`config.mk`:
```
export PLATFORM = sky130hd
export DESIGN_NAME = cswr_top
export DESIGN_NICKNAME = d
export VERILOG_FILES = /design/src/rtl/cswr_pkg.sv /design/src/rtl/cswr_top.sv
export VERILOG_INCLUDE_DIRS = /design/src /design/src/rtl
export SDC_FILE = /design/constraint.sdc
export NUM_CORES = 1
export LEC_CHECK = 0
export ABC_CLOCK_PERIOD_IN_PS = 5500
export BUFFER_PORTS_ARGS = -buffer_cell sky130_fd_sc_hd__buf_2
export CAP_MARGIN = 20
export CORE_MARGIN = 4
export CORE_UTILIZATION = 59
export DETAILED_ROUTE_END_ITERATION = 10
export GPL_TIMING_DRIVEN = 1
export MAX_ROUTING_LAYER = met4
export PLACE_DENSITY_LB_ADDON = 0.12
export REMOVE_ABC_BUFFERS = 1
export SLEW_MARGIN = 30
export SYNTH_ARGS = -nofsm -noshare
export SYNTH_HDL_FRONTEND = slang
export SYNTH_SLANG_ARGS = --single-unit
```
`constraint.sdc`:
```
create_clock -name clk -period 5.5 [get_ports clk]
set_clock_uncertainty 0.2 [all_clocks]
set_input_delay 1.1 -clock clk [delete_from_list [all_inputs] [get_ports clk]]
set_output_delay 1.1 -clock clk [all_outputs]
set_load 0.1 [all_outputs]
```
`src/rtl/cswr_defs.svh`:
```
// Offsets, field positions, reset values and timing counts of the clock switch block
`ifndef CSWR_DEFS_SVH
`define CSWR_DEFS_SVH
`define CSWR_OFF_OSC 12'h000
`define CSWR_OFF_REF 12'h004
`define CSWR_OFF_STAT 12'h008
`define CSWR_OFF_CFG 12'h00C
`define CSWR_KEY_H1 8'h78
`define CSWR_KEY_H2 8'h9A
`define CSWR_KEY_L1 8'h46
`define CSWR_KEY_L2 8'h57
`define CSWR_BIT_REQ 0
`define CSWR_BIT_SEC_EN 1
`define CSWR_BIT_FAIL 3
`define CSWR_BIT_LOCK 5
`define CSWR_NEW_LSB 8
`define CSWR_CUR_LSB 12
`define CSWR_REF_EN 15
`define CSWR_REF_SLP 13
`define CSWR_REF_SEL 12
`define CSWR_REF_DIV_LSB 8
`define CSWR_REF_RESET 16'h0000
`define CSWR_SETTLE_CYCLES 4'd10
`define CSWR_OST_CYCLES 16'd1024
`endif

```
`src/rtl/cswr_pkg.sv`:
```
// Types shared by the clock switch block
package cswr_pkg;
  typedef enum logic [2:0] {
    cswr_src_frc = 3'h0,
    cswr_src_frc_pll = 3'h1,
    cswr_src_pri = 3'h2,
    cswr_src_pri_pll = 3'h3,
    cswr_src_sec = 3'h4,
    cswr_src_low_power_rc_osc = 3'h5,
    cswr_src_lpfrc_div = 3'h6,
    cswr_src_frc_div = 3'h7
  } cswr_src_type;

  typedef enum logic [3:0] {
    cswr_idle = 4'b0001,
    cswr_start = 4'b0010,
    cswr_settle = 4'b0100,
    cswr_swap = 4'b1000
  } cswr_state_type;

  // Osc enables, one per source code
  typedef struct packed {
    logic [7:0] run;
  } cswr_osc_en_type;
endpackage

```
`src/rtl/cswr_top.sv`:
```
// Clock source switch controller with reference clock output divider
// How it works
// - Switching enabled only when switch_enable_fuse is 0; fuse 1 disables it.
// - With switching disabled, new source ignored; current shows initial_source_fuse.
// - With switching disabled, switch_request ignores writes and reads zero.
// - A byte write lands only right after its own unlock pair.
// - Equal current and new codes clear switch_request and abort.
// - A valid switch clears the PLL lock flag and clock fail flag.
// - Start new oscillator; wait start-up timer for crystal, lock for PLL.
// - Count ten new-clock cycles before moving the system clock.
// - On completion clear switch_request and copy new into current.
// - Stop old source, except busy low-power RC, enabled secondary or primary selected for an enabled reference.
// - Processor is never stalled; code runs on old clock meanwhile.
// - Primary submode comes from fuses only, never changed at runtime.
// - ref_out_enable drives the divided reference onto ref_clock_pin.
// - ref_divider 0 passes primary clock but halves system clock, code n divides by 2 to the n.
// - ref_source_select 1 picks primary oscillator, 0 the system clock.
// - Reference stops in Sleep unless run-in-sleep, select and primary mode.
// - Source codes use the documented three-bit encoding.
// - Lock flag is one only when the PLL is locked.
`timescale 1ns/1ps
`include "cswr_defs.svh"
module cswr_top
  import cswr_pkg::*;
(
  input wire logic clk,
  input wire logic rst_b,
  input wire logic psel,
  input wire logic penable,
  input wire logic pwrite,
  input wire logic [11:0] paddr,
  input wire logic [31:0] pwdata,
  input wire logic [3:0] pstrb,
  output logic [31:0] prdata,
  output logic pready,
  output logic pslverr,
  input wire logic switch_enable_fuse,
  input wire logic [2:0] initial_source_fuse,
  input wire logic [1:0] primary_submode_fuse,
  input wire logic [7:0] osc_ready,
  input wire logic pll_locked,
  input wire logic new_clk_tick,
  input wire logic pri_clk_tick,
  input wire logic keep_low_power_rc,
  input wire logic clock_fail_event,
  input wire logic sleep_mode,
  output cswr_src_type sys_source,
  output cswr_osc_en_type osc_enable,
  output logic ref_clock_pin
);
  // ---------------------------------------------------------------
  // State
  // ---------------------------------------------------------------
  cswr_src_type current_source_select;
  cswr_src_type new_source_select;
  cswr_state_type state;
  logic switch_request;
  logic secondary_osc_enable;
  logic clock_fail_flag;
  logic lock_flag;
  logic [15:0] ref_output_control_reg;
  logic [1:0] unlock_hi;
  logic [1:0] unlock_lo;
  logic [3:0] settle_cnt;
  logic [15:0] ost_cnt;
  logic [14:0] ref_cnt;
  logic [7:0] run_next;
  logic prev_pri;
  logic cfg_done;
  logic sw_en;
  logic wr_osc;
  logic wr_hi;
  logic wr_lo;
  logic wr_ref;
  logic rd_acc;
  logic needs_pll;
  logic needs_ost;
  logic base_tick;
  logic ref_run;
  logic [31:0] next_prdata;

  // Bus strobes: zero-wait APB, every access completes in its access phase
  assign wr_osc = psel && penable && pwrite && (paddr == `CSWR_OFF_OSC);
  assign wr_hi = wr_osc && pstrb[1];
  assign wr_lo = wr_osc && pstrb[0];
  assign wr_ref = psel && penable && pwrite && (paddr == `CSWR_OFF_REF);
  assign rd_acc = psel && !penable && !pwrite;
  assign sw_en = cfg_done && !switch_enable_fuse;
  assign needs_pll = (new_source_select == cswr_src_pri_pll) ||
                     (new_source_select == cswr_src_frc_pll);
  assign needs_ost = (new_source_select == cswr_src_pri) ||
                     (new_source_select == cswr_src_pri_pll) ||
                     (new_source_select == cswr_src_sec);

  // ---------------------------------------------------------------
  // Reset-time fuse capture
  // ---------------------------------------------------------------
  // Fuses are sampled by a clocked process after reset release
  always_ff @(posedge clk or negedge rst_b) begin
    if (!rst_b) begin
      cfg_done <= 1'b0;
    end else begin
      cfg_done <= 1'b1;
    end
  end

  // ---------------------------------------------------------------
  // Unlock sequencers
  // ---------------------------------------------------------------
  // Any other write to the byte drops the armed state
  always_ff @(posedge clk or negedge rst_b) begin
    if (!rst_b) begin
      unlock_hi <= 2'd0;
    end else if (wr_hi) begin
      if (unlock_hi == 2'd2) begin
        unlock_hi <= 2'd0;
      end else if (pwdata[15:8] == `CSWR_KEY_H1) begin
        unlock_hi <= 2'd1;
      end else if (unlock_hi == 2'd1 && pwdata[15:8] == `CSWR_KEY_H2) begin
        unlock_hi <= 2'd2;
      end else begin
        unlock_hi <= 2'd0;
      end
    end else if (psel && penable && pwrite) begin
      unlock_hi <= 2'd0;
    end
  end

  always_ff @(posedge clk or negedge rst_b) begin
    if (!rst_b) begin
      unlock_lo <= 2'd0;
    end else if (wr_lo) begin
      if (unlock_lo == 2'd2) begin
        unlock_lo <= 2'd0;
      end else if (pwdata[7:0] == `CSWR_KEY_L1) begin
        unlock_lo <= 2'd1;
      end else if (unlock_lo == 2'd1 && pwdata[7:0] == `CSWR_KEY_L2) begin
        unlock_lo <= 2'd2;
      end else begin
        unlock_lo <= 2'd0;
      end
    end else if (psel && penable && pwrite) begin
      unlock_lo <= 2'd0;
    end
  end

  // ---------------------------------------------------------------
  // New source select and secondary enable
  // ---------------------------------------------------------------
  // High byte lands only once unlocked
  always_ff @(posedge clk or negedge rst_b) begin
    if (!rst_b) begin
      new_source_select <= cswr_src_frc_div;
    end else if (!cfg_done) begin
      new_source_select <= cswr_src_type'(initial_source_fuse);
    end else if (wr_hi && unlock_hi == 2'd2) begin
      new_source_select <= cswr_src_type'(pwdata[`CSWR_NEW_LSB +: 3]);
    end
  end

  always_ff @(posedge clk or negedge rst_b) begin
    if (!rst_b) begin
      secondary_osc_enable <= 1'b0;
    end else if (wr_lo && unlock_lo == 2'd2) begin
      secondary_osc_enable <= pwdata[`CSWR_BIT_SEC_EN];
    end
  end

  // ---------------------------------------------------------------
  // Switch sequencer
  // ---------------------------------------------------------------
  // The sequencer never holds the bus, so the processor keeps running
  always_ff @(posedge clk or negedge rst_b) begin
    if (!rst_b) begin
      state <= cswr_idle;
      switch_request <= 1'b0;
      current_source_select <= cswr_src_frc_div;
      settle_cnt <= 4'd0;
      ost_cnt <= 16'd0;
    end else if (!sw_en) begin
      state <= cswr_idle;
      switch_request <= 1'b0;
      current_source_select <= cswr_src_type'(initial_source_fuse);
    end else begin
      unique case (state)
        cswr_idle: begin
          if (wr_lo && unlock_lo == 2'd2 && pwdata[`CSWR_BIT_REQ]) begin
            if (new_source_select == current_source_select) begin
              switch_request <= 1'b0;
            end else begin
              switch_request <= 1'b1;
              state <= cswr_start;
              ost_cnt <= 16'd0;
            end
          end
        end
        cswr_start: begin
          // Crystal waits start-up timer, PLL waits lock
          if (ost_cnt != `CSWR_OST_CYCLES) begin
            ost_cnt <= ost_cnt + 16'd1;
          end
          if (osc_ready[new_source_select] &&
              (!needs_ost || ost_cnt == `CSWR_OST_CYCLES) &&
              (!needs_pll || lock_flag)) begin
            state <= cswr_settle;
            settle_cnt <= 4'd0;
          end
        end
        cswr_settle: begin
          if (new_clk_tick) begin
            settle_cnt <= settle_cnt + 4'd1;
          end
          if (new_clk_tick && settle_cnt == `CSWR_SETTLE_CYCLES - 4'd1) begin
            state <= cswr_swap;
          end
        end
        cswr_swap: begin
          switch_request <= 1'b0;
          current_source_select <= new_source_select;
          state <= cswr_idle;
        end
        default: begin
          state <= cswr_idle;
        end
      endcase
    end
  end

  // ---------------------------------------------------------------
  // Status flags
  // ---------------------------------------------------------------
  // Fail event set wins over the switch-start clear
  always_ff @(posedge clk or negedge rst_b) begin
    if (!rst_b) begin
      clock_fail_flag <= 1'b0;
      lock_flag <= 1'b0;
    end else begin
      if (clock_fail_event && sw_en) begin
        clock_fail_flag <= 1'b1;
      end else if (state == cswr_idle && wr_lo && unlock_lo == 2'd2 &&
                   pwdata[`CSWR_BIT_REQ] && new_source_select != current_source_select) begin
        clock_fail_flag <= 1'b0;
      end
      if (state == cswr_idle && wr_lo && unlock_lo == 2'd2 &&
          pwdata[`CSWR_BIT_REQ] && new_source_select != current_source_select) begin
        lock_flag <= 1'b0;
      end else begin
        lock_flag <= pll_locked && (needs_pll || current_source_select == cswr_src_pri_pll ||
                     current_source_select == cswr_src_frc_pll);
      end
    end
  end

  // ---------------------------------------------------------------
  // Oscillator enables
  // ---------------------------------------------------------------
  // Old source drops after the swap unless an exemption holds it
  always_comb begin
    run_next = 8'h00;
    run_next[current_source_select] = 1'b1;
    if (state != cswr_idle) begin
      run_next[new_source_select] = 1'b1;
    end
    if (keep_low_power_rc) begin
      run_next[cswr_src_low_power_rc_osc] = 1'b1;
    end
    if (secondary_osc_enable) begin
      run_next[cswr_src_sec] = 1'b1;
    end
    if (ref_output_control_reg[`CSWR_REF_SEL] && ref_output_control_reg[`CSWR_REF_EN]) begin
      run_next[cswr_src_pri] = 1'b1;
    end
    if (sleep_mode) begin
      run_next = run_next & 8'h30;
      if (ref_run) begin
        run_next[cswr_src_pri] = 1'b1;
      end
    end
  end

  always_ff @(posedge clk or negedge rst_b) begin
    if (!rst_b) begin
      osc_enable <= '0;
      sys_source <= cswr_src_frc_div;
    end else begin
      osc_enable.run <= run_next;
      sys_source <= current_source_select;
    end
  end

  // ---------------------------------------------------------------
  // Reference output
  // ---------------------------------------------------------------
  always_ff @(posedge clk or negedge rst_b) begin
    if (!rst_b) begin
      ref_output_control_reg <= `CSWR_REF_RESET;
    end else if (wr_ref) begin
      ref_output_control_reg <= pwdata[15:0] & 16'hBF00;
    end
  end

  // Sleep keeps it only with primary configured
  assign ref_run = ref_output_control_reg[`CSWR_REF_EN] &&
                   (!sleep_mode || (ref_output_control_reg[`CSWR_REF_SLP] &&
                    ref_output_control_reg[`CSWR_REF_SEL] &&
                    (current_source_select == cswr_src_pri ||
                     current_source_select == cswr_src_pri_pll)));
  assign base_tick = ref_output_control_reg[`CSWR_REF_SEL] ? pri_clk_tick : 1'b1;

  // Toggle every 2^(n-1) base ticks gives divide by 2^n
  always_ff @(posedge clk or negedge rst_b) begin
    if (!rst_b) begin
      ref_cnt <= 15'd0;
      ref_clock_pin <= 1'b0;
    end else if (!ref_run) begin
      ref_cnt <= 15'd0;
      ref_clock_pin <= 1'b0;
    end else if (ref_output_control_reg[11:8] == 4'd0) begin
      ref_clock_pin <= ref_output_control_reg[`CSWR_REF_SEL] ? pri_clk_tick : ~ref_clock_pin;
    end else if (base_tick) begin
      if (ref_cnt >= (15'd1 << (ref_output_control_reg[11:8] - 4'd1)) - 15'd1) begin
        ref_cnt <= 15'd0;
        ref_clock_pin <= ~ref_clock_pin;
      end else begin
        ref_cnt <= ref_cnt + 15'd1;
      end
    end
  end

  // ---------------------------------------------------------------
  // APB read and answer
  // ---------------------------------------------------------------
  always_comb begin
    next_prdata = 32'h0000_0000;
    unique case (paddr)
      `CSWR_OFF_OSC: begin
        next_prdata[14:12] = current_source_select;
        next_prdata[10:8] = new_source_select;
        next_prdata[`CSWR_BIT_LOCK] = lock_flag;
        next_prdata[`CSWR_BIT_FAIL] = clock_fail_flag;
        next_prdata[`CSWR_BIT_SEC_EN] = secondary_osc_enable;
        next_prdata[`CSWR_BIT_REQ] = switch_request;
      end
      `CSWR_OFF_REF: next_prdata[15:0] = ref_output_control_reg;
      `CSWR_OFF_STAT: next_prdata[3:0] = state;
      `CSWR_OFF_CFG: next_prdata[5:0] = {primary_submode_fuse, switch_enable_fuse,
                                         initial_source_fuse};
      default: next_prdata = 32'h0000_0000;
    endcase
  end

  // Data captured in setup phase, so pready and prdata stand in the access phase
  always_ff @(posedge clk or negedge rst_b) begin
    if (!rst_b) begin
      prdata <= 32'h0000_0000;
      pready <= 1'b0;
      pslverr <= 1'b0;
    end else begin
      pready <= psel && !penable;
      pslverr <= psel && !penable && (paddr[1:0] != 2'd0 || paddr > `CSWR_OFF_CFG);
      if (rd_acc) begin
        prdata <= next_prdata;
      end
    end
  end
endmodule

```
==> results of run 1 <==
power by group through the flow:
stage               sequential [mW]  clock (mW)  combinational, mW
floorplan                     0.753           0             0.0983
global placement              0.709           0              0.202
detailed placement            0.709           0              0.204
CTS                           0.697       0.455              0.205
global route                  0.700       0.483              0.218
finish                        0.698       0.444              0.204
layout make-up:
type                    count  area [sq um]  share of cell area
well taps                 108           135              0.0230
repair buffers             84           428              0.0727
clock buffers               9           124              0.0211
clock inverters             7          70.1              0.0119
inverters                  15          56.3             0.00957
flip-flops and latches     89          2240               0.381
multi-input cells         458          2830               0.481
cells in the mapped netlist (3+ instances only):
master / instances / area share
nor2_1: 60 / 0.042
nand3_1: 21 / 0.020
nand4_1: 11 / 0.013
a22oi_1: 10 / 0.014
o41ai_1: 4 / 0.0066
and4_1: 3 / 0.0050
buf_2: 3 / 0.0028
mux2_2: 13 / 0.028
nand3b_1: 3 / 0.0042
nand2b_1: 8 / 0.0094
nor2b_1: 7 / 0.0083
xnor2_1: 3 / 0.0050
mux2i_1: 10 / 0.019
a21oi_1: 28 / 0.026
o31ai_1: 11 / 0.016
a31oi_1: 12 / 0.014
dfrtp_1: 79 / 0.37
or3_1: 3 / 0.0035
clkbuf_1: 19 / 0.013
nor4_1: 4 / 0.0047
nor4b_1: 3 / 0.0050
xor2_1: 5 / 0.0083
and3_1: 12 / 0.014
nor3_1: 12 / 0.011
inv_1: 15 / 0.011
o21ai_0: 56 / 0.053
ha_1: 21 / 0.050
buf_4: 20 / 0.028
nand2_1: 72 / 0.051
a22o_1: 4 / 0.0066
dfstp_2: 10 / 0.050
per-layer routing:
| metal | up-vias | global-route usage | share of wire |
|---|---|---|---|
| met1 | 2149 | 0.322 | 0.46 |
| met3 | 11 | 0.0304 | 0.056 |
| met5 | - | - | 0 |
| met4 | 0 | 0.0757 | 0.011 |
| li1 | 2238 | - | - |
| met2 | 159 | 0.368 | 0.48 |
stage by stage:
stage / utilization / cell area, sq um
2_1_floorplan: - / 5130
3_3_place_gp: 0.653 / 5690
3_5_place_dp: 0.653 / 5690
4_1_cts: 0.675 / 5880
5_1_grt: 0.675 / 5880
6_report: 0.675 / 5880
how the worst max path moves through the flow:
stage	start	to	slack, ns	cells past startpoint
finish	ref_output_control_reg[11]$_DFFE_PN0P_	ref_cnt[13]$_DFFE_PN0P_	1.04	14
global route	ref_output_control_reg[10]$_DFFE_PN0P_	ref_cnt[13]$_DFFE_PN0P_	0.63	16
CTS	ref_output_control_reg[11]$_DFFE_PN0P_	ref_cnt[13]$_DFFE_PN0P_	1.06	14
detailed placement	ref_output_control_reg[11]$_DFFE_PN0P_	ref_cnt[13]$_DFFE_PN0P_	1.14	14
global placement	ref_output_control_reg[11]$_DFFE_PN0P_	ref_cnt[13]$_DFFE_PN0P_	1.29	14
floorplan	ref_output_control_reg[10]$_DFFE_PN0P_	ref_cnt[13]$_DFFE_PN0P_	1.73	13
kinds of logic (layout without fill, tap and decap cells):
| kind of cell | count (synthesis) | after routing | share of synthesized area |
|---|---|---|---|
| AO/OA/AOI/OAI | 145 | 145 | 0.171 |
| other | 2 | 19 | 0.00142 |
| flip-flops | 89 | 89 | 0.422 |
| XOR/XNOR | 8 | 8 | 0.0132 |
| adder cells (fa/ha/maj) | 21 | 21 | 0.0495 |
| AND/OR/NAND/NOR | 240 | 240 | 0.232 |
| buffers and inverters | 58 | 115 | 0.0559 |
| multiplexers | 25 | 25 | 0.0550 |
worst max-delay path, stage by stage (launching register included):
cell and delay [ns]:
dfrtp_1 0.62, inv_1 0.19, nand3_1 0.16, ha_1 0.40, nor2_1 0.12, a32oi_1 0.26
ha_1 0.29, a21o_1 0.17, a221o_1 0.31, a2111oi_0 0.40, o21ai_1 0.13, buf_4 0.21
nor2_2 0.53, a41oi_1 0.21, a31oi_1 0.17
==> results.yml, run 1 <==
grt:
  grt_pass1_vias: 4096
  grt_overflow: 0
  grt_usage: 0.236
  grt_pass1_wl_um: 19200
  antenna_found_initial: 0
  grt_max_degree: 55
cts:
  cts_buffer_depth: 2
  cts_hold_buf: 0
  cts_root_buffer: "clkbuf_8"
  htree_num_levels: 3
  post_cts_buffers: 0
  cts_tree: "done"
  clk_pin_slew_ns: 0.11
  cts-resized-gates: 0
  numCtsBuffers: 9
  insertion_delay_ns: 0.37
  clkSinkCount: 89
placed_design:
  portBuffers: 82
  gp_congestion: 0.918
  place_ws_ns: 1.14
  dp.cells: 754
  dp_hpwl_um: 8790
route:
  via_per_inst: 5.92
  num_vias: 4557
  first_iter_violations: 214
  drt_wl_total_um: 11900
  firstDrtPassIters: 5
  drc: 0
  post_drt_wl_per_cell_um: 15.5
  postRouteAntennaNets: 0
timing:
  whs_ns: 0.248
  fin_setup_tns_ns: 0
  worst_pin_slew_ns: 0.938
  final_hold_viol_count: 0
  max_slew_margin: 0.366
  period_needed_ns: 4.46
  final.setup.worst_slack_ns: 1.04
  period_share: 0.812
  rsz0062_at_grt: "no"
  slew_violations: 0
  fmax_mhz: 224
  setup_viol_count_final: 0
critical_path:
  arrival_ns: 4.55
  crit_path_start_kind: "flop"
  reg2reg_to: "ref_cnt[13]$_DFFE_PN0P_"
  path_max_fanout: 17
  r2r-start: "ref_output_control_reg[11]$_DFFE_PN0P_"
  path_class: "reg2reg"
  worst_setup_path_end_kind: "flop"
  r2r_slack_ns: 1.04
  reg2reg_depth: 14
  cp.required_ns: 5.59
final_layout:
  final_common_cell: "buf_2"
  nets: 751
  diodes: 0
  fin_cells: 770
  largest_reg_flops: 16
  drive_above_1_share: 0.208
  top_register: "ost_cnt"
  fillerInstances: 721
  syn2layout_area_growth_pct: 10.9
  mostFrequentLayoutCells: "buf_2 (81), dfrtp_1 (79), nand2_1 (72)"
  biggestRegsByFlops: "ost_cnt: 16 flops, ref_cnt: 15 flops, prdata: 14 flops"
logic_synthesis:
  synthFlopType: "dfrtp_1"
  ys_ff_latch: 89
  netlist_area_sq_um: 5300
  synth_area_per_cell_sq_um: 9.02
  synth_cells: 588
  ys_types: 63
  ys_async_sr_fraction: 1.00
  seq_area_frac_synth: 0.422
  synth_edf_count: 0
  yosys_warnings: 0
die:
  dieArea_sq_um: 10600
  core_area_sq_um: 8720
  die_w_um: 103
  ios: 119
  start_util: 0.608
  die_h_um: 103
  row_count: 34
power_and_ir_drop:
  p_sw_mw: 0.450
  comb_power_share: 0.152
  fin_total_pwr_mw: 1.35
  vdd_drop_max_uv: 158
  pwr-share-seq: 0.518
  internal_power_mw: 0.896
  switching_share: 0.334
  power_leakage_nw: 2.75
  clkPwrFrac: 0.330
  power-per-cell-area_nw_per_um2: 229
flow_run:
  max_cap_violations: 0
worst_hold_path:
  hold_class: "reg2reg"
  min_from: "current_source_select[0]$_DFFE_PN1P_"
  min_to: "sys_source[0]$_DFF_PN1_"
  hold_path_depth: 0
status:
  status: "finished, final reports clean"
(Power assumes the default switching activity.)
==> run 2, diff against run 1 <==
--- a/config.mk
+++ b/config.mk
@@ -6,11 +6,11 @@
 export SDC_FILE = /design/constraint.sdc
 export NUM_CORES = 1
 export LEC_CHECK = 0
-export ABC_CLOCK_PERIOD_IN_PS = 5500
+export ABC_CLOCK_PERIOD_IN_PS = 4600
 export BUFFER_PORTS_ARGS = -buffer_cell sky130_fd_sc_hd__buf_2
 export CAP_MARGIN = 20
 export CORE_MARGIN = 4
-export CORE_UTILIZATION = 59
+export CORE_UTILIZATION = 55
 export DETAILED_ROUTE_END_ITERATION = 10
 export GPL_TIMING_DRIVEN = 1
 export MAX_ROUTING_LAYER = met4
==> constraint.sdc (replaced) <==
create_clock -name clk -period 4.6 [get_ports clk]
set_clock_uncertainty 0.2 [all_clocks]
set_input_delay 0.92 -clock clk [delete_from_list [all_inputs] [get_ports clk]]
set_output_delay 0.92 -clock clk [all_outputs]
set_load 0.1 [all_outputs]
==> run 2 against run 1 <==
Compared with the run above:
- via count rose by 1.7%
- setup slack got worse by 0.49 ns
- sequential cell count did not move
- die area rose by 6.7%
- critical endpoint unchanged
- utilization fell by 3.5 points
- sequential share of layout area fell by 0.56 points
- worst hold slack improved by 0.016 ns
- highest routed layer unchanged
- maximum frequency rose by 10%
- clock-buffer cell count rose by 1
==> results.yml, run 2 (same netlist as run 1, synthesis figures left out) <==
critical_path:
  r2r-start: "ref_output_control_reg[10]$_DFFE_PN0P_"
  cp.required_ns: 4.69
  cp-startpoint: "ref_output_control_reg[10]$_DFFE_PN0P_"
  path_max_fanout: 15
  arrival_ns: 4.14
  slowest_delay_ns: 0.62
  path_class: "reg2reg"
  worst_setup_path_end_kind: "flop"
  crit_path_start_kind: "flop"
  cp_slowest_cell: "dfrtp_1"
  cp_cell_sequence: "nor2_1 > nand3b_1 > ha_1 > nor2_1 > a32oi_1 > ha_1 > a21o_1 > a221o_1 > a2111oi_0 > o21ai_1 > nor2_2 > buf_4 > a41oi_1 > a31oi_1"
die:
  start_util: 0.569
  core_area_sq_um: 9330
  dieArea_sq_um: 11300
  row_count: 35
  die_w_um: 106
  die_h_um: 106
  ios: 119
final_layout:
  mostFrequentLayoutCells: "buf_2 (81), dfrtp_1 (79), nand2_1 (72)"
  syn2layout_area_growth_pct: 12.6
  top_register: "ost_cnt"
  biggestRegsByFlops: "ost_cnt: 16 flops, ref_cnt: 15 flops, prdata: 14 flops"
  final_util: 0.640
  fin_cells: 794
  final_common_cell: "buf_2"
  largest_reg_flops: 16
  nets: 754
  drive_above_1_share: 0.212
  diodes: 0
cts:
  insertion_delay_ns: 0.36
  clkSinkCount: 89
  cts_hold_buf: 0
  clk_pin_slew_ns: 0.10
  cts_root_buffer: "clkbuf_8"
  numCtsBuffers: 9
  htree_num_levels: 3
  cts-resized-gates: 0
  post_cts_buffers: 0
  cts_buffer_depth: 2
  cts_tree: "done"
grt:
  antenna_found_initial: 0
  grt_pass1_vias: 4333
  grt_max_degree: 61
  grt_usage: 0.223
  grtUsageMet2: 0.349
  top_usage_layer: "met2"
  grt_overflow: 0
  use_met1: 0.297
  grt_pass1_wl_um: 20100
  grt_use_met3: 0.0346
timing:
  fin_setup_tns_ns: 0
  final.setup.worst_slack_ns: 0.548
  worst_pin_slew_ns: 0.967
  final_hold_viol_count: 0
  period_share: 0.881
  slew_violations: 0
  whs_ns: 0.264
  period_needed_ns: 4.05
  setup_viol_count_final: 0
  max_slew_margin: 0.347
  fmax_mhz: 247
  rsz0062_at_grt: "no"
route:
  postRouteAntennaNets: 0
  firstDrtPassIters: 5
  drc: 0
  via_per_inst: 5.84
  post_drt_wl_per_cell_um: 15.6
  first_iter_violations: 280
  drt_wl_total_um: 12400
  num_vias: 4635
worst_hold_path:
  min_from: "current_source_select[0]$_DFFE_PN1P_"
  hold_class: "reg2reg"
placed_design:
  place_ws_ns: 0.590
  gp_congestion: 0.876
  dp_hpwl_um: 9210
  portBuffers: 82
  dp.cells: 778
status:
  status: "finished, final reports clean"
power_and_ir_drop:
  power-per-cell-area_nw_per_um2: 284
  vdd_drop_max_uv: 192
  power_leakage_nw: 2.79
flow_run:
  max_cap_violations: 0
run 2: cell types whose count changed in the layout (fill, tap and decap cells not counted):
cell | before | now
buf_4 | 3 | 6
bufinv_16 | 0 | 2
clkbuf_1 | 0 | 1
clkinv_4 | 1 | 2
clkinvlp_4 | 1 | 0
inv_6 | 3 | 1
inv_8 | 1 | 0
nand2b_1 | 8 | 7
nand2b_2 | 0 | 1
run 2: worst paths after layout:
kind	cells after the start	slack, ns	endpoint
setup / recovery	14	0.55	ref_cnt[13]$_DFFE_PN0P_
hold / removal	0	0.26	sys_source[0]$_DFF_PN1_
setup reg to reg	14	0.55	ref_cnt[13]$_DFFE_PN0P_
hold reg to reg	0	0.26	sys_source[0]$_DFF_PN1_
max in group asynchronous	2	2.84	sys_source[0]$_DFF_PN1_
min in group asynchronous	1	0.41	ref_cnt[13]$_DFFE_PN0P_
run 2: cell type report:
type,instances,area (sq um)
Fill cell,805,3360
Multi-Input combinational cell,458,2830
Sequential cell,89,2240
Timing Repair Buffer,87,450
Tap cell,129,161
Clock buffer,10,128
Clock inverter,6,103
Inverter,15,56.3
run 2: per-layer routing:
metal | up-vias | wire length (um)
met3 | 22 | 799
li1 | 2234 | -
met2 | 154 | 5910
met5 | - | 0
met1 | 2225 | 5420
met4 | 0 | 225
run 2: through the flow:
stage	power (mW)	area [sq um]
floorplan	1.02	5130
global placement	1.09	5740
detailed placement	1.09	5740
CTS	1.71	5970
global route	1.76	5970
finish	1.70	5970
run 2: power by group:
group	leakage, nW	internal (mW)	switching [mW]	total, mW
Sequential	1.18	0.806	0.0282	0.834
Clock	0.114	0.315	0.303	0.617
Combinational	1.49	0.0539	0.192	0.246
Total	2.79	1.17	0.523	1.70
run 2: worst max-delay path, delay by kind of cell (launching register included):
| kind | cells | cell delay, ns |
|---|---|---|
| flops | 1 | 0.62 |
| buf+inv | 1 | 0.20 |
| fa+ha+maj | 2 | 0.66 |
| simple gates | 4 | 0.57 |
| compound gates | 7 | 1.72 |
==> run 3, diff against run 2 <==
--- a/config.mk
+++ b/config.mk
@@ -6,11 +6,11 @@
 export SDC_FILE = /design/constraint.sdc
 export NUM_CORES = 1
 export LEC_CHECK = 0
-export ABC_CLOCK_PERIOD_IN_PS = 4600
+export ABC_CLOCK_PERIOD_IN_PS = 3600
 export BUFFER_PORTS_ARGS = -buffer_cell sky130_fd_sc_hd__buf_2
 export CAP_MARGIN = 20
 export CORE_MARGIN = 4
-export CORE_UTILIZATION = 55
+export CORE_UTILIZATION = 50
 export DETAILED_ROUTE_END_ITERATION = 10
 export GPL_TIMING_DRIVEN = 1
 export MAX_ROUTING_LAYER = met4
==> constraint.sdc (replaced) <==
create_clock -name clk -period 3.6 [get_ports clk]
set_clock_uncertainty 0.2 [all_clocks]
set_input_delay 0.72 -clock clk [delete_from_list [all_inputs] [get_ports clk]]
set_output_delay 0.72 -clock clk [all_outputs]
set_load 0.1 [all_outputs]
==> run 3 against run 2 <==
Compared with the run above:
- cell count is 3.1% higher
- cell area increased by 3.5%
- critical endpoint is now ref_cnt[11]$_DFFE_PN0P_
- die area grew 9.2%
- worst hold slack got worse by 0.11 ns
- sequential power increased by 28%
- sequential cell count stayed put
- largest cell class unchanged
==> results.yml, run 3 (same netlist as run 1, synthesis figures left out) <==
cts:
  clkSinkCount: 89
  cts_tree: "done"
  clk_pin_slew_ns: 0.09
  numCtsBuffers: 9
  htree_num_levels: 3
  cts_buffer_depth: 2
  cts_root_buffer: "clkbuf_8"
  cts_hold_buf: 0
  insertion_delay_ns: 0.37
route:
  met1_length_um: 5910
  wl_met3_um: 593
  via_per_inst: 5.68
  dr.max_layer_used: "met4"
  postRouteAntennaNets: 0
  post_drt_wl_per_cell_um: 15.6
  num_vias: 4654
  wl_met2_um: 5990
  drc: 0
  firstDrtPassIters: 4
  first_iter_violations: 275
  drt_wl_total_um: 12800
final_layout:
  diodes: 0
  mostFrequentLayoutCells: "buf_2 (81), dfrtp_1 (79), nand2_1 (71)"
  biggestRegsByFlops: "ost_cnt: 16 flops, ref_cnt: 15 flops, prdata: 14 flops"
  syn2layout_area_growth_pct: 16.5
  largest_reg_flops: 16
  top_register: "ost_cnt"
  fin_cells: 819
  final_common_cell: "buf_2"
  nets: 772
  drive_above_1_share: 0.249
placed_design:
  gp_congestion: 0.872
  portBuffers: 82
  dp.cells: 798
  dp_hpwl_um: 9330
  place_ws_ns: 0.0488
worst_hold_path:
  hold_class: "in2async"
critical_path:
  path_max_fanout: 7
  cp-startpoint: "ref_output_control_reg[10]$_DFFE_PN0P_"
  r2r-start: "ref_output_control_reg[10]$_DFFE_PN0P_"
  path_class: "reg2reg"
  r2r_slack_ns: 0.12
  cp.required_ns: 3.69
  crit_path_start_kind: "flop"
  arrival_ns: 3.57
  worst_setup_path_end_kind: "flop"
timing:
  fin_setup_tns_ns: 0
  final.setup.worst_slack_ns: 0.118
  period_needed_ns: 3.48
  slew_violations: 0
  fmax_mhz: 287
  final_hold_viol_count: 0
  max_slew_margin: 0.446
  period_share: 0.967
  setup_viol_count_final: 0
  whs_ns: 0.156
  worst_pin_slew_ns: 0.822
die:
  dieArea_sq_um: 12300
  row_count: 37
  die_w_um: 111
  die_h_um: 111
  ios: 119
  start_util: 0.514
  core_area_sq_um: 10300
grt:
  grt_pass1_vias: 4383
  grt_usage: 0.213
  grt_overflow: 0
  antenna_found_initial: 0
  grt_max_degree: 90
  grt_pass1_wl_um: 21100
status:
  status: "finished, final reports clean"
power_and_ir_drop:
  vdd_drop_max_uv: 204
  power-per-cell-area_nw_per_um2: 332
  power_leakage_nw: 2.88
flow_run:
  max_cap_violations: 0
run 3: final timing paths:
kind | to | cells after the start
min in group clk | sys_source[0]$_DFF_PN1_ | 0
max in group asynchronous | state[0]$_DFFE_PN1P_ | 2
min | ref_cnt[6]$_DFFE_PN0P_ | 2
max | ref_cnt[11]$_DFFE_PN0P_ | 13
min reg2reg | sys_source[0]$_DFF_PN1_ | 0
max reg2reg | ref_cnt[11]$_DFFE_PN0P_ | 13
run 3: timing repair:
item	in CTS	in global routing
setup endpoints to repair	0	16
setup buffers	0	4
resized for setup	0	14
run 3: power by group:
part / switching (mW) / total [mW] / internal (mW)
Combinational: 0.246 / 0.318 / 0.0716
Sequential: 0.0366 / 1.07 / 1.03
Clock: 0.376 / 0.668 / 0.292
run 3: through the flow:
stage,instance area (sq um),utilization,power (mW)
3_3_place_gp,5870,0.569,1.40
5_1_grt,6180,0.599,2.14
2_1_floorplan,5130,-,1.30
6_report,6180,0.599,2.05
3_5_place_dp,5870,0.569,1.40
4_1_cts,6060,0.587,2.07
run 3: layout make-up:
| type | count | area, sq um |
|---|---|---|
| Fill cell | 877 | 4140 |
| Multi-Input combinational cell | 458 | 2900 |
| Sequential cell | 89 | 2240 |
| Timing Repair Buffer | 105 | 628 |
| Tap cell | 136 | 170 |
| Clock buffer | 11 | 151 |
| Inverter | 15 | 56.3 |
| Clock inverter | 5 | 38.8 |
run 3: routing by layer:
metal | track usage | vias up
li1 | - | 2275
met1 | 0.285 | 2236
met2 | 0.329 | 122
met3 | 0.0322 | 21
met4 | 0.0772 | 0
met5 | - | -
run 3: worst max-delay path, stage by stage (launching register included):
cell,delay (ns)
dfrtp_1,0.45
nor2_2,0.14
nand3_2,0.14
ha_4,0.22
buf_4,0.15
a22oi_1,0.17
ha_1,0.27
and2_0,0.16
a221o_1,0.34
a2111oi_4,0.36
o21ai_2,0.14
buf_4,0.16
or3_1,0.33
a31oi_1,0.17
